### config.mk
export PLATFORM = sky130hd
export DESIGN_NAME = i2c_target
export DESIGN_NICKNAME = d
export VERILOG_FILES = /design/src/hw/i2c_target_pkg.sv /design/src/hw/i2c_target.sv
export VERILOG_INCLUDE_DIRS = /design/src /design/src/hw
export SDC_FILE = /design/constraint.sdc
export NUM_CORES = 1
export LEC_CHECK = 0
export BUFFER_PORTS_ARGS = -buffer_cell sky130_fd_sc_hd__buf_2
export CAP_MARGIN = 20
export CELL_PAD_IN_SITES_DETAIL_PLACEMENT = 1
export CELL_PAD_IN_SITES_GLOBAL_PLACEMENT = 2
export CORE_MARGIN = 2
export CORE_UTILIZATION = 44
export CTS_CLUSTER_SIZE = 24
export DETAILED_ROUTE_END_ITERATION = 10
export PLACE_DENSITY_LB_ADDON = 0.1
export SLEW_MARGIN = 10
export SYNTH_ARGS = -nofsm -noshare
export SYNTH_HDL_FRONTEND = slang
export SYNTH_HIERARCHICAL = 1
export SYNTH_SLANG_ARGS = --single-unit
### constraint.sdc
create_clock -name clock -period 3.96 [get_ports clock]
set_input_delay 0.594 -clock clock [delete_from_list [all_inputs] [get_ports clock]]
set_output_delay 0.594 -clock clock [all_outputs]
set_load 0.01 [all_outputs]
### src/hw/i2c_target_params.svh
// constants for the two-wire target: address, pointer reset, bits per byte, fifo size
// assumes inclusion by bare name from design and bench files
`ifndef I2C_TARGET_PARAMS_SVH
`define I2C_TARGET_PARAMS_SVH
`define TARGET_ADDR 7'h35
`define PTR_RESET 8'h00
`define BITS_PER_BYTE 4'h8
`define FIFO_DEPTH 8
`define FIFO_WIDTH 16
`endif

### src/hw/i2c_target_pkg.sv
// types shared by the two-wire target logic
// uses no constants from the params header
package i2c_target_pkg;
  typedef enum logic [2:0] {
    st_idle, st_addr, st_ack, st_rx, st_tx, st_tx_ack, st_skip
  } phase_t;
endpackage

### src/hw/i2c_target.sv
// two-wire target with register pointer, write fifo toward the register file
// assumes scl and sda come from pins; register file answers reads combinationally
//
// Behaviour
// - first written byte loads the register pointer unless the write fifo is full
// - stop after pointer byte changes no register
// - data bytes stored at pointer, pointer increments, unless the write fifo is full
// - read starts at previously stored pointer
// - pointer increments after each transmitted byte
// - after master nack, stop driving data
// - reset puts interface and pointer in defined state
// - answer only to address 0110101
// - acknowledge received bytes on ninth clock; bytes after the address nacked while the write fifo is full
`timescale 1ns/1ps
`include "i2c_target_params.svh"

// ----------------------------------------
// fifo
// ----------------------------------------
module sync_fifo #(
  parameter int WIDTH = `FIFO_WIDTH,
  parameter int DEPTH = `FIFO_DEPTH
) (
  input wire logic clock,
  input wire logic rst_n,
  input wire logic in_valid,
  output logic in_ready,
  input wire logic [WIDTH-1:0] in_data,
  output logic out_valid,
  input wire logic out_ready,
  output logic [WIDTH-1:0] out_data
);
  localparam int AW = $clog2(DEPTH);
  logic [WIDTH-1:0] mem_reg [DEPTH];
  logic [AW-1:0] wr_reg;
  logic [AW-1:0] rd_reg;
  logic [AW:0] cnt_reg;
  logic push;
  logic pop;
  assign in_ready = cnt_reg != (AW+1)'(DEPTH);
  assign out_valid = cnt_reg != '0;
  assign out_data = mem_reg[rd_reg];
  assign push = in_valid && in_ready;
  assign pop = out_valid && out_ready;
  always_ff @(posedge clock) begin
    if (push) begin
      mem_reg[wr_reg] <= in_data;
    end
  end
  always_ff @(posedge clock) begin
    if (!rst_n) begin
      wr_reg <= '0;
      rd_reg <= '0;
      cnt_reg <= '0;
    end else begin
      if (push) begin
        wr_reg <= (wr_reg == AW'(DEPTH-1)) ? '0 : wr_reg + 1'b1;
      end
      if (pop) begin
        rd_reg <= (rd_reg == AW'(DEPTH-1)) ? '0 : rd_reg + 1'b1;
      end
      cnt_reg <= cnt_reg + (AW+1)'(push) - (AW+1)'(pop);
    end
  end
endmodule

// ----------------------------------------
// target
// ----------------------------------------
module i2c_target (
  input wire logic clock,
  input wire logic rst_n,
  input wire logic scl_in,
  input wire logic sda_in,
  output logic sda_out,
  output logic sda_oe_n,
  output logic wr_valid,
  input wire logic wr_ready,
  output logic [7:0] wr_addr,
  output logic [7:0] wr_data,
  output logic [7:0] rd_addr,
  input wire logic [7:0] rd_data,
  output logic rd_strobe,
  output logic [7:0] pointer,
  output logic busy
);
  // ----------------------------------------
  // pin synchronisers and edges
  // ----------------------------------------
  logic [1:0] scl_sync_reg;
  logic [1:0] sda_sync_reg;
  logic scl_d_reg;
  logic sda_d_reg;
  always_ff @(posedge clock) begin
    if (!rst_n) begin
      scl_sync_reg <= 2'h3;
      sda_sync_reg <= 2'h3;
      scl_d_reg <= 1'b1;
      sda_d_reg <= 1'b1;
    end else begin
      scl_sync_reg <= {scl_sync_reg[0], scl_in};
      sda_sync_reg <= {sda_sync_reg[0], sda_in};
      scl_d_reg <= scl_sync_reg[1];
      sda_d_reg <= sda_sync_reg[1];
    end
  end
  logic scl;
  logic sda;
  logic scl_rise;
  logic scl_fall;
  logic start_cond;
  logic stop_cond;
  assign scl = scl_sync_reg[1];
  assign sda = sda_sync_reg[1];
  assign scl_rise = scl && !scl_d_reg;
  assign scl_fall = !scl && scl_d_reg;
  assign start_cond = scl && scl_d_reg && !sda && sda_d_reg;
  assign stop_cond = scl && scl_d_reg && sda && !sda_d_reg;

  // ----------------------------------------
  // byte engine
  // ----------------------------------------
  i2c_target_pkg::phase_t state_reg;
  logic [3:0] bit_reg;
  logic [7:0] shift_reg;
  logic read_reg;
  logic first_reg;
  logic [7:0] ptr_reg;
  logic push_reg;
  logic [7:0] push_addr_reg;
  logic [7:0] push_data_reg;
  logic fifo_ready;
  logic byte_done;
  assign byte_done = scl_fall && bit_reg == `BITS_PER_BYTE;

  // bytes land as full sampled bytes on the eighth-clock falling edge before ack
  always_ff @(posedge clock) begin
    if (!rst_n) begin
      state_reg <= i2c_target_pkg::st_idle;
      bit_reg <= 4'h0;
      shift_reg <= 8'h00;
      read_reg <= 1'b0;
      first_reg <= 1'b0;
    end else if (start_cond) begin
      state_reg <= i2c_target_pkg::st_addr;
      bit_reg <= 4'h0;
    end else if (stop_cond) begin
      state_reg <= i2c_target_pkg::st_idle;
    end else begin
      case (state_reg)
        i2c_target_pkg::st_addr, i2c_target_pkg::st_rx: begin
          if (scl_rise) begin
            shift_reg <= {shift_reg[6:0], sda};
            bit_reg <= bit_reg + 4'h1;
          end else if (byte_done) begin
            bit_reg <= 4'h0;
            if (state_reg == i2c_target_pkg::st_addr) begin
              if (shift_reg[7:1] == `TARGET_ADDR) begin
                read_reg <= shift_reg[0];
                first_reg <= 1'b1;
                state_reg <= i2c_target_pkg::st_ack;
              end else begin
                state_reg <= i2c_target_pkg::st_skip;
              end
            end else if (!fifo_ready) begin
              state_reg <= i2c_target_pkg::st_skip; // full fifo: nack
            end else begin
              state_reg <= i2c_target_pkg::st_ack;
            end
          end
        end
        i2c_target_pkg::st_ack: begin
          if (scl_fall) begin
            first_reg <= first_reg && read_reg ? 1'b0 : first_reg;
            state_reg <= read_reg ? i2c_target_pkg::st_tx : i2c_target_pkg::st_rx;
            if (read_reg) begin
              shift_reg <= rd_data;
            end
          end
        end
        i2c_target_pkg::st_tx: begin
          if (scl_fall) begin
            shift_reg <= {shift_reg[6:0], 1'b1};
            bit_reg <= bit_reg + 4'h1;
            if (bit_reg == 4'h7) begin
              state_reg <= i2c_target_pkg::st_tx_ack;
              bit_reg <= 4'h0;
            end
          end
        end
        i2c_target_pkg::st_tx_ack: begin
          if (scl_rise) begin
            state_reg <= sda ? i2c_target_pkg::st_skip : i2c_target_pkg::st_ack;
          end
        end
        default: begin
        end
      endcase
      if (state_reg == i2c_target_pkg::st_rx && byte_done && fifo_ready) begin
        first_reg <= 1'b0;
      end
    end
  end

  // pointer and write requests
  always_ff @(posedge clock) begin
    if (!rst_n) begin
      ptr_reg <= `PTR_RESET;
      push_reg <= 1'b0;
      push_addr_reg <= 8'h00;
      push_data_reg <= 8'h00;
    end else begin
      push_reg <= 1'b0;
      if (state_reg == i2c_target_pkg::st_rx && byte_done && fifo_ready) begin
        if (first_reg) begin
          ptr_reg <= shift_reg;
        end else begin
          push_reg <= 1'b1;
          push_addr_reg <= ptr_reg;
          push_data_reg <= shift_reg;
          ptr_reg <= ptr_reg + 8'h01;
        end
      end else if (state_reg == i2c_target_pkg::st_tx && scl_fall && bit_reg == 4'h7) begin
        ptr_reg <= ptr_reg + 8'h01;
      end
    end
  end

  // sda: low enable drives low
  always_ff @(posedge clock) begin
    if (!rst_n) begin
      sda_oe_n <= 1'b1;
    end else if (state_reg == i2c_target_pkg::st_ack && !read_reg) begin
      sda_oe_n <= 1'b0;
    end else if (state_reg == i2c_target_pkg::st_ack && read_reg && first_reg) begin
      sda_oe_n <= 1'b0;
    end else if (state_reg == i2c_target_pkg::st_tx) begin
      sda_oe_n <= shift_reg[7];
    end else begin
      sda_oe_n <= 1'b1;
    end
  end
  assign sda_out = 1'b0;

  sync_fifo #(.WIDTH(`FIFO_WIDTH), .DEPTH(`FIFO_DEPTH)) wr_fifo (
    .clock(clock),
    .rst_n(rst_n),
    .in_valid(push_reg),
    .in_ready(fifo_ready),
    .in_data({push_addr_reg, push_data_reg}),
    .out_valid(wr_valid),
    .out_ready(wr_ready),
    .out_data({wr_addr, wr_data})
  );

  assign rd_addr = ptr_reg;
  assign rd_strobe = state_reg == i2c_target_pkg::st_ack && read_reg && scl_fall;
  assign pointer = ptr_reg;
  assign busy = state_reg != i2c_target_pkg::st_idle;

  // ----------------------------------------
  // assertions
  // ----------------------------------------
  a_ptr_load: assert property (@(posedge clock) disable iff (!rst_n)
    (state_reg == i2c_target_pkg::st_rx && byte_done && fifo_ready && first_reg)
    |=> ptr_reg == $past(shift_reg)) else $error("pointer not loaded");
  a_write_push: assert property (@(posedge clock) disable iff (!rst_n)
    (state_reg == i2c_target_pkg::st_rx && byte_done && fifo_ready && !first_reg)
    |=> push_reg && ptr_reg == $past(ptr_reg) + 8'h01) else $error("write not stored");
  a_no_push_ptr: assert property (@(posedge clock) disable iff (!rst_n)
    (state_reg == i2c_target_pkg::st_rx && first_reg) |=> !push_reg)
    else $error("register written by pointer byte");
  a_ptr_hold: assert property (@(posedge clock) disable iff (!rst_n)
    state_reg == i2c_target_pkg::st_idle && $past(state_reg) == i2c_target_pkg::st_idle
    |-> $stable(ptr_reg)) else $error("pointer moved while idle");
  a_read_inc: assert property (@(posedge clock) disable iff (!rst_n)
    (state_reg == i2c_target_pkg::st_tx && scl_fall && bit_reg == 4'h7)
    |=> ptr_reg == $past(ptr_reg) + 8'h01) else $error("read pointer not advanced");
  a_nack_release: assert property (@(posedge clock) disable iff (!rst_n)
    state_reg == i2c_target_pkg::st_skip |=> sda_oe_n) else $error("driving after nack");
  a_addr_match: assert property (@(posedge clock) disable iff (!rst_n)
    (state_reg == i2c_target_pkg::st_addr && byte_done && shift_reg[7:1] != `TARGET_ADDR)
    |=> state_reg == i2c_target_pkg::st_skip) else $error("foreign address acked");
  a_ack_drive: assert property (@(posedge clock) disable iff (!rst_n)
    (state_reg == i2c_target_pkg::st_ack && !read_reg) ##1
    (state_reg == i2c_target_pkg::st_ack) |-> !sda_oe_n) else $error("no ack driven");
  a_reset_idle: assert property (@(posedge clock)
    !rst_n |=> state_reg == i2c_target_pkg::st_idle && sda_oe_n) else $error("reset state");
  c_write: cover property (@(posedge clock) push_reg);
  c_read: cover property (@(posedge clock) rd_strobe);
  c_nack: cover property (@(posedge clock) state_reg == i2c_target_pkg::st_tx_ack ##1
    state_reg == i2c_target_pkg::st_skip);
  c_full: cover property (@(posedge clock) !fifo_ready);
endmodule

Word-level counts from Yosys, hierarchy flattened. Memories as Yosys holds them, arrays and structs flattened. A register that Yosys moved wholly into a read port is not among the register bits. Cells that the tools add are included. Widths: inputs -> output; s select.

Input bits: 13. Output and inout bits: 37. Bits in registers: 59. Bits in writable memories: 128. Word-level logic and storage cells: 150. Memories: 1.

Multiplexer cells: 45. Add/sub/neg operators: 6. Eq/ne operators: 32. Bitwise logic cells: 5. Reduce and logical (&&, ||, !) cells: 43.

Memories: wr_fifo.mem_reg (depth 8, width 16, rd ports 1, clocked after memory_dff 1, wr ports 1, RTL line i2c_target.sv:34) `logic [WIDTH-1:0] mem_reg [DEPTH];`.

Operators with widths (count): $mux 8 (7); $mux 3 (15); $ne 4x4->1 const B (7); $reduce_and 7->1 (4); $pmux 8 s3 (1); $ne 3x3->1 const B (7); $logic_and 1x1->1 (19); $mux 4 (4); $ne 2x2->1 const B (8); $mux 1 (15); $eq 3x3->1 const B (4); $pmux 3 s4 (1); $reduce_and 9->1 (1); $reduce_bool 3->1 (3); $add 8x1->8 const B (1); $pmux 4 s2 (1); $reduce_bool 4->1 (2); $eq 7x6->1 const B (1); $add 3x1->3 const B (2); $eq 3x2->1 const B (2); $reduce_bool 6->1 (1); $logic_not 1->1 (5); $not 1->1 (5); $add 4x1->4 (1); 11 further kinds (14).

Depth between registers and ports, before layout. Gate-level depths: netlist of the first run.

Depth in word-level cells: 8. Depth in mapped cells: 11. Depth with buffers taken out: 10.

Cells and area by module. Netlist of the first run, hierarchy kept.

Modules (own cells, without submodules): sync_fifo (area each 5612.9 µm², sequential area each 4103.9 µm², cells an instance 262, times used 1); i2c_target (area each 2593.7 µm², sequential area each 980.9 µm², cells an instance 295, times used 1).

Worst setup path before layout of the first run. Ideal clock, no wire load.

Path kind: register -> register. Start point: register wr_fifo.cnt_reg[2]. End point: memory wr_fifo/mem_reg[0][0] (netlist bit), enable pin. Stages on the path, launching flop included: 6. Setup time: 0.430 ns. Period minus slack after synthesis: 2.898 ns. Data required time: 3.530 ns. Path buffers: 0. Arrival time: 2.467 ns. Setup slack: 1.062 ns. Cells stage by stage: dfxtp_1 > inv_1 > ha_1 > or3b_2 > nand2_2 > nor4_1.

Word-level cells in the longest chain between the ends: 4.

RTL lines: from (decl) (RTL line i2c_target.sv:37) `logic [AW:0] cnt_reg;`; from (signal assigned) (RTL line i2c_target.sv:62) `cnt_reg <= cnt_reg + (AW+1)'(push) - (AW+1)'(pop);`; $ne 4x4->1 (RTL line i2c_target.sv:40) `assign in_ready = cnt_reg != (AW+1)'(DEPTH);`; net fifo_ready (RTL line i2c_target.sv:132) `logic fifo_ready;`; $logic_and 1x1->1 (RTL line i2c_target.sv:43) `assign push = in_valid && in_ready;`; $mux 1 (RTL line i2c_target.sv:46) `if (push) begin`; $mux 1 (not written as such) (RTL line i2c_target.sv:47) `mem_reg[wr_reg] <= in_data;`; to (decl) (RTL line i2c_target.sv:34).

The timed path passes the listed nets, and every way through them passes these cells.

==> impl_results.md, run 1 <==
- Initial Utilization: a little under half
- Synth cell types: 64
- P_sw: 0.00110 W
- # DRC: 0
- Core area: ~0.018 mm2
- Fmax: 0.342 GHz
- Resize count post-CTS: 0
- Via density per instance: around 5.6
- Largest register FFs: between 100 and 150
- Type of the worst setup path: reg -> out
- Vias in the first global route: 4,930
- Die ar.: 0.0198 mm2
- Clock-pin slew on the worst setup and hold paths: ~0.07 ns
- WL/cell: a little over 20 um
- Worst Clk Skew: 0.00950 ns
- Syn_nets: 584
- Non-Filler Instances: about 830
- RSZ-0062 raised after global routing: false
- Setup tns final: 0 ns
- Min cycle time layout: a little under 3 ns
- CTS Buffer Depth: 2
- Slew Limit Fails: 0
- Pin count of the biggest net entering global routing: 64
- Area Overhead vs Synth: 11.6%
- CP required: between 3 and 4 ns
- Power share of the clock group: between 30% and 40%
- Leakage: roughly 3.2 nW
- GRT Residual Overflow: 0
- Slew HR: approximately 31%
- Post-CTS setup buffers: 0
- CTS Root Cell: clkbuf_16
- GP Congestion: approximately 0.73
- Final Core Density: about half
- Status: completed
- Die height: between 100 and 150 um
- Number of synthesized register bits: between 150 and 200
- Routed Antenna Nets: 0
- Post-synth EDFFs: 128
- Avg Synthesized Cell Area: 14.7 um2
- Cts bufs inserted: 17
- Iter 0 DRT Violations: approximately 280
- Seq pwr share: about half
- Critical path data arrival time: about 2.3 ns
- Register area share after synthesis: between 60% and 70%
- Nets: ~620
- First-pass GRT wire length: 27,600 um
- Antenna fix cells: 0
- Cell Chain, Critical Path: buf_4 -> mux4_1 -> mux2_2 -> buf_2
- Critical Path Max Stage Delay: around 0.65 ns
- Synthesized area: approximately 0.008 mm2
- Final wirelength: approximately 17,000 um
- Combinational share of power: about an eighth
- Worst Setup Start Kind: flip-flop
- Period utilization: between 70% and 80%
- Slowest stage cell, crit path: mux4_1
- Worst setup margin: 1.03 ns
- Final hold violation count: 0
- Htree depth: 4
- Setup Viol. Count Final: 0
- Total global-route track usage: 18.5%
- Async set-reset flop share out of synthesis: 0%
- Setup WS pre-CTS: ~1.3 ns
- Clock Sinks: between 150 and 200
- Placed cells: 800
- Die width: 141 um
- Worst min-delay path category: in -> reg
- Power density over the cells: 475 mW/mm2
- Initial antenna violation count: 0
- Fraction of final layout cells sized beyond drive strength 1: between 20% and 30%
- Via count: 4,658
- Most frequent cells in the layout: 128 x edfxtp_1, 62 x dfxtp_1, 48 x buf_2
- Sw Share: 25.2%
- DP Wirelength: 11,100 um
- CTS tree: done
- Clock latency on the worst-skew pair: roughly 0.43 ns
- CP Capture Type: output pin
- Hold Buf Count CTS: 0
- Commonest non-fill, non-tap cell in the layout: edfxtp_1
- Port-buffer cells: 48
- Int Pwr: 0.00325 W
- Crit-path max FO: 32
- Num ports: 50
- Maximum VDD drop: 314 uV
- Synth Warn #: 6
- Synth Flop Type: edfxtp_1
- Synth Instances: 557
- First-pass detailed-route iteration total: 4
- Worst-margin pin slew: about 1.0 ns
- Cell row count: 49
- Max Cap Viol: 0
worst paths after layout:
| kind | from | to | slack (ns) | cells past startpoint |
|---|---|---|---|---|
| min | sda_in | sda_sync_reg[0]$_SDFF_PN1_ | 0.34 | 2 |
| max reg2reg | wr_fifo/cnt_reg[2]$_SDFF_PN0_ | wr_fifo/cnt_reg[2]$_SDFF_PN0_ | 1.33 | 10 |
| max | flip-flop | wr_data[3] | 1.03 | 4 |
| min reg2reg | sda_sync_reg[0]$_SDFF_PN1_ | sda_sync_reg[1]$_SDFF_PN1_ | 0.41 | 1 |
per-stage QoR:
step                      area [um2]  hold WS, ns  power, W
after floorplan                 8210        0.386   0.00264
after global placement          8600        0.393   0.00275
after detailed placement        8600        0.402   0.00277
after CTS                       9160        0.324   0.00441
after global routing            9160        0.334   0.00454
final                           9160        0.342   0.00435
cell type report:
type,count,area (um2)
tap,229,287
timing repair buffer,56,300
clock buffer,17,425
sequential,190,5080
clock inverter,15,138
fill,1771,8990
multi-input combinational,314,2880
inverter,11,41.3
critical path: cells and delay by family, from the launching register on:
| family | cells | cell delay, ns |
|---|---|---|
| mux | 2 | 0.96 |
| flops | 1 | 0.31 |
| buf+inv | 2 | 0.59 |
synthesized netlist by cell type, drive strengths merged, types with 3 or more instances:
cell type	number	area, um2
nand3b	3	22.5
o211a	9	90.1
o21ai	17	85.1
buf	26	195
ha	13	163
o21a	3	22.5
a21oi	17	85.1
nand2b	10	62.6
and2	8	50.1
clkbuf	16	61.3
nor2	15	63.8
edfxtp	128	3840
mux2i	31	310
nand3	21	110
nor3	8	40.0
and3	5	36.3
dfxtp	62	1240
nand4	4	25.0
mux2	16	180
inv	11	41.3
nand2	41	164
mux4	32	826
nor2b	18	113
o22ai	4	25.0
a21boi	3	22.5
xnor2	3	26.3
per-layer routing:
layer / global-route usage, % / routed length [um] / vias up
met4: 5.05 / 155 / 0
met3: 4.25 / 519 / 11
met5: 0 / 0 / -
li1: - / - / 2205
met1: 24.2 / 7900 / 2376
met2: 31.4 / 8660 / 66
cell families (layout without fill, tap and decap cells):
| kind of cell | count (synthesis) | after routing | share of synthesized area [%] |
|---|---|---|---|
| DFF | 190 | 190 | 62.0 |
| and+or+nand+nor | 148 | 148 | 10.2 |
| muxes | 79 | 79 | 16.0 |
| AOI/OAI and AO/OA | 67 | 67 | 5.41 |
| buffers and inverters | 53 | 99 | 3.63 |
| adders and majority gates | 14 | 14 | 2.23 |
| xor gates and xnor gates | 5 | 5 | 0.534 |
| other | 1 | 1 | 0.0457 |
power by group through the flow:
| stage | clock network (W) | logic [W] | registers [W] |
|---|---|---|---|
| 3_5_place_dp | 0 | 0.000543 | 0.00223 |
| 5_1_grt | 0.00175 | 0.000590 | 0.00219 |
| 3_3_place_gp | 0 | 0.000525 | 0.00223 |
| 6_report | 0.00163 | 0.000535 | 0.00218 |
| 2_1_floorplan | 0 | 0.000448 | 0.00219 |
| 4_1_cts | 0.00168 | 0.000546 | 0.00219 |
Power figures use the tool's default switching activity.
==> run 2, diff against run 1 <==
- clock period: 3.96 -> 2.7 ns (I/O delays scaled with it)
==> run 2 against run 1 <==
Total power rose by 50%. Clock-buffer cell count rose by 2. Critical path depth rose by 6. Critical path type is now reg -> reg. Critical endpoint is now wr_fifo/cnt_reg[2]$_SDFF_PN0_. Highest routed layer unchanged.
==> impl_results.md, run 2 (synthesis results as in run 1) <==
- Clock-pin slew on the worst setup and hold paths: 0.07 ns (about the same)
- Cts bufs inserted: 17 (unchanged)
- Slew Limit Fails: 0 (unchanged)
- Area Overhead vs Synth: 12.6%
- Via count: 4,693 (+0.75%)
- Total global-route track usage: 18.9% (+0.41 points)
- Combinational share of power: 13.4% (+1.1 points)
- Worst-margin pin slew: 0.917 ns (-0.120 ns)
- CTS Buffer Depth: 2 (unchanged)
- Fmax: just under 0.4 GHz
- Commonest non-fill, non-tap cell in the layout: edfxtp_1
- Slew HR: 38.4% (+7.8 points)
- Seq pwr share: 48.4% (-1.8 points)
- Cell Chain, Critical Path: inv_2 -> ha_1 -> or3b_4 -> and2_2 -> ha_1 -> inv_1 -> ha_1 -> fa_1 -> xor2_1 -> and2_1
- Port-buffer cells: 48 (unchanged)
- Die ar.: 0.0198 mm2 (unchanged)
- GP Congestion: 0.771 (+5.4%)
- WL/cell: 21.0 um (+1.5%)
- Slowest stage cell, crit path: fa_1
- Fraction of final layout cells sized beyond drive strength 1: 21.6% (+0.84 points)
- Final hold violation count: 0 (unchanged)
- Routed Antenna Nets: 0 (unchanged)
- Critical Path Max Stage Delay: 0.41 ns (-0.24 ns)
- Leakage: 3.29 nW (+2.0%)
- Buf/Inv on CP: 2 (unchanged)
- DP Wirelength: 11,800 um (+5.9%)
- CTS tree: done
- Die width: 141 um (unchanged)
- Num ports: 50 (unchanged)
- Via density per instance: 5.58 (-0.33%)
- Register Area: 0.00508 mm2 (unchanged)
- Power share of the clock group: 38.1% (+0.6 points)
- Pin count of the biggest net entering global routing: 64 (unchanged)
- Setup tns final: 0 ns (unchanged)
- Status: completed
- Most frequent cells in the layout: 128 x edfxtp_1, 62 x dfxtp_1, 48 x buf_2
- Initial antenna violation count: 0 (unchanged)
- Largest register FFs: 128 (unchanged)
- # DRC: 0 (unchanged)
- Iter 0 DRT Violations: 249 (-10%)
- CP Capture Type: flip-flop
- Initial Utilization: 45.2% (unchanged)
- Crit-path max FO: 4 (-88%)
- Cell row count: 49 (unchanged)
- Crit path max-delay family: adder cells
- RSZ-0062 raised after global routing: false
- Min cycle time layout: approximately 2.6 ns
- Filler cells: 1,770 (-0.056%)
- Htree depth: 4 (unchanged)
- Nets: 626 (+1.5%)
- Antenna fix cells: 0 (unchanged)
- Worst Clk Skew: 0.0110 ns (+0.00149 ns)
- First-pass detailed-route iteration total: 4 (unchanged)
- CP most frequent cell: ha_1
- Worst Setup Start Kind: flip-flop
- Core area: 0.0181 mm2 (unchanged)
- Int Pwr: 0.00496 W (+53%)
- Clock Sinks: 190 (unchanged)
- P_sw: 0.00157 W (+43%)
- Min Hold Slack: 0.155 ns (-0.187 ns)
- Area of the multi-input gates: 0.00286 mm2 (-0.69%)
- Type of the worst setup path: reg -> reg
- Period utilization: between 90% and 100%
- Critical path data arrival time: 2.87 ns (+0.54 ns)
- Setup Viol. Count Final: 0 (unchanged)
- Maximum VDD drop: 429 uV (+37%)
- Die height: 141 um (unchanged)
- CTS Root Cell: clkbuf_16
- CP required: 3.01 ns (-0.36 ns)
- Worst min-delay path category: in -> reg
- First-pass GRT wire length: 28,400 um (+2.8%)
- Clock latency on the worst-skew pair: 0.43 ns (about the same)
- Vias in the first global route: 4,992 (+1.3%)
- Power density over the cells: 706 mW/mm2 (+49%)
- Final wirelength: 17,700 um (+2.6%)
- GRT Residual Overflow: 0 (unchanged)
- Max Cap Viol: 0 (unchanged)
- Sw Share: 24.0% (-1.2 points)
## run 2: changes by cell type in the layout (fill, tap and decap cells not counted), moves of 2 or more
cell and change:
buf_4 +7, nor3_2 +4, nor3_4 -4, inv_8 -3
nor2_1 +3, nor2_2 -3, bufinv_16 +2, clkbuf_1 +2
## run 2: worst paths after layout
kind | from | cells after the start | end | slack [ns]
max | wr_fifo/cnt_reg[2]$_SDFF_PN0_ | 10 | wr_fifo/cnt_reg[2]$_SDFF_PN0_ | 0.14
min | sda_in | 2 | sda_sync_reg[0]$_SDFF_PN1_ | 0.16
max reg2reg | wr_fifo/cnt_reg[2]$_SDFF_PN0_ | 10 | wr_fifo/cnt_reg[2]$_SDFF_PN0_ | 0.14
min reg2reg | scl_sync_reg[0]$_SDFF_PN1_ | 1 | scl_sync_reg[1]$_SDFF_PN1_ | 0.41
## run 2: stage by stage
| step | power [W] | instances | utilization [%] | instance area [um2] | worst slack, ns |
|---|---|---|---|---|---|
| finish | 0.00653 | 841 | 50.9 | 9240 | 0.142 |
| global route | 0.00682 | 841 | 50.9 | 9240 | 0.0166 |
| CTS | 0.00661 | 841 | 50.9 | 9240 | 0.0575 |
| detailed placement | 0.00411 | 809 | 47.7 | 8660 | 0.0669 |
| global placement | 0.00407 | 808 | 47.6 | 8640 | 0.212 |
| floorplan | 0.00387 | 557 | - | 8210 | 0.160 |
## run 2: power by group through the flow
stage / registers [W] / clock network, W / logic [W]
final: 0.00316 / 0.00249 / 0.000878
after global routing: 0.00317 / 0.00267 / 0.000974
after CTS: 0.00316 / 0.00256 / 0.000885
after detailed placement: 0.00323 / 0 / 0.000882
after global placement: 0.00322 / 0 / 0.000851
after floorplan: 0.00321 / 0 / 0.000657
## run 2: area by class of cell
class,count,share of cell area (%)
clock inverter,13,1.64
timing repair buffer,65,4.16
tap,229,3.10
inverter,11,0.447
multi-input combinational,314,31.0
clock buffer,19,4.68
sequential,190,55.0
## run 2: what timing repair did
action / in CTS / in global routing
resized for setup: 0 / 3
hold buffers: 0 / 0
buffers inserted: 0 / 0
setup endpoints to repair: 0 / 1
## run 2: layer usage
layer / up-vias / GRT usage (%) / routed length [um]
li1: 2205 / - / -
met1: 2387 / 25.1 / 8140
met2: 89 / 32.7 / 8850
met3: 12 / 3.36 / 543
met4: 0 / 4.58 / 150
met5: - / 0 / 0
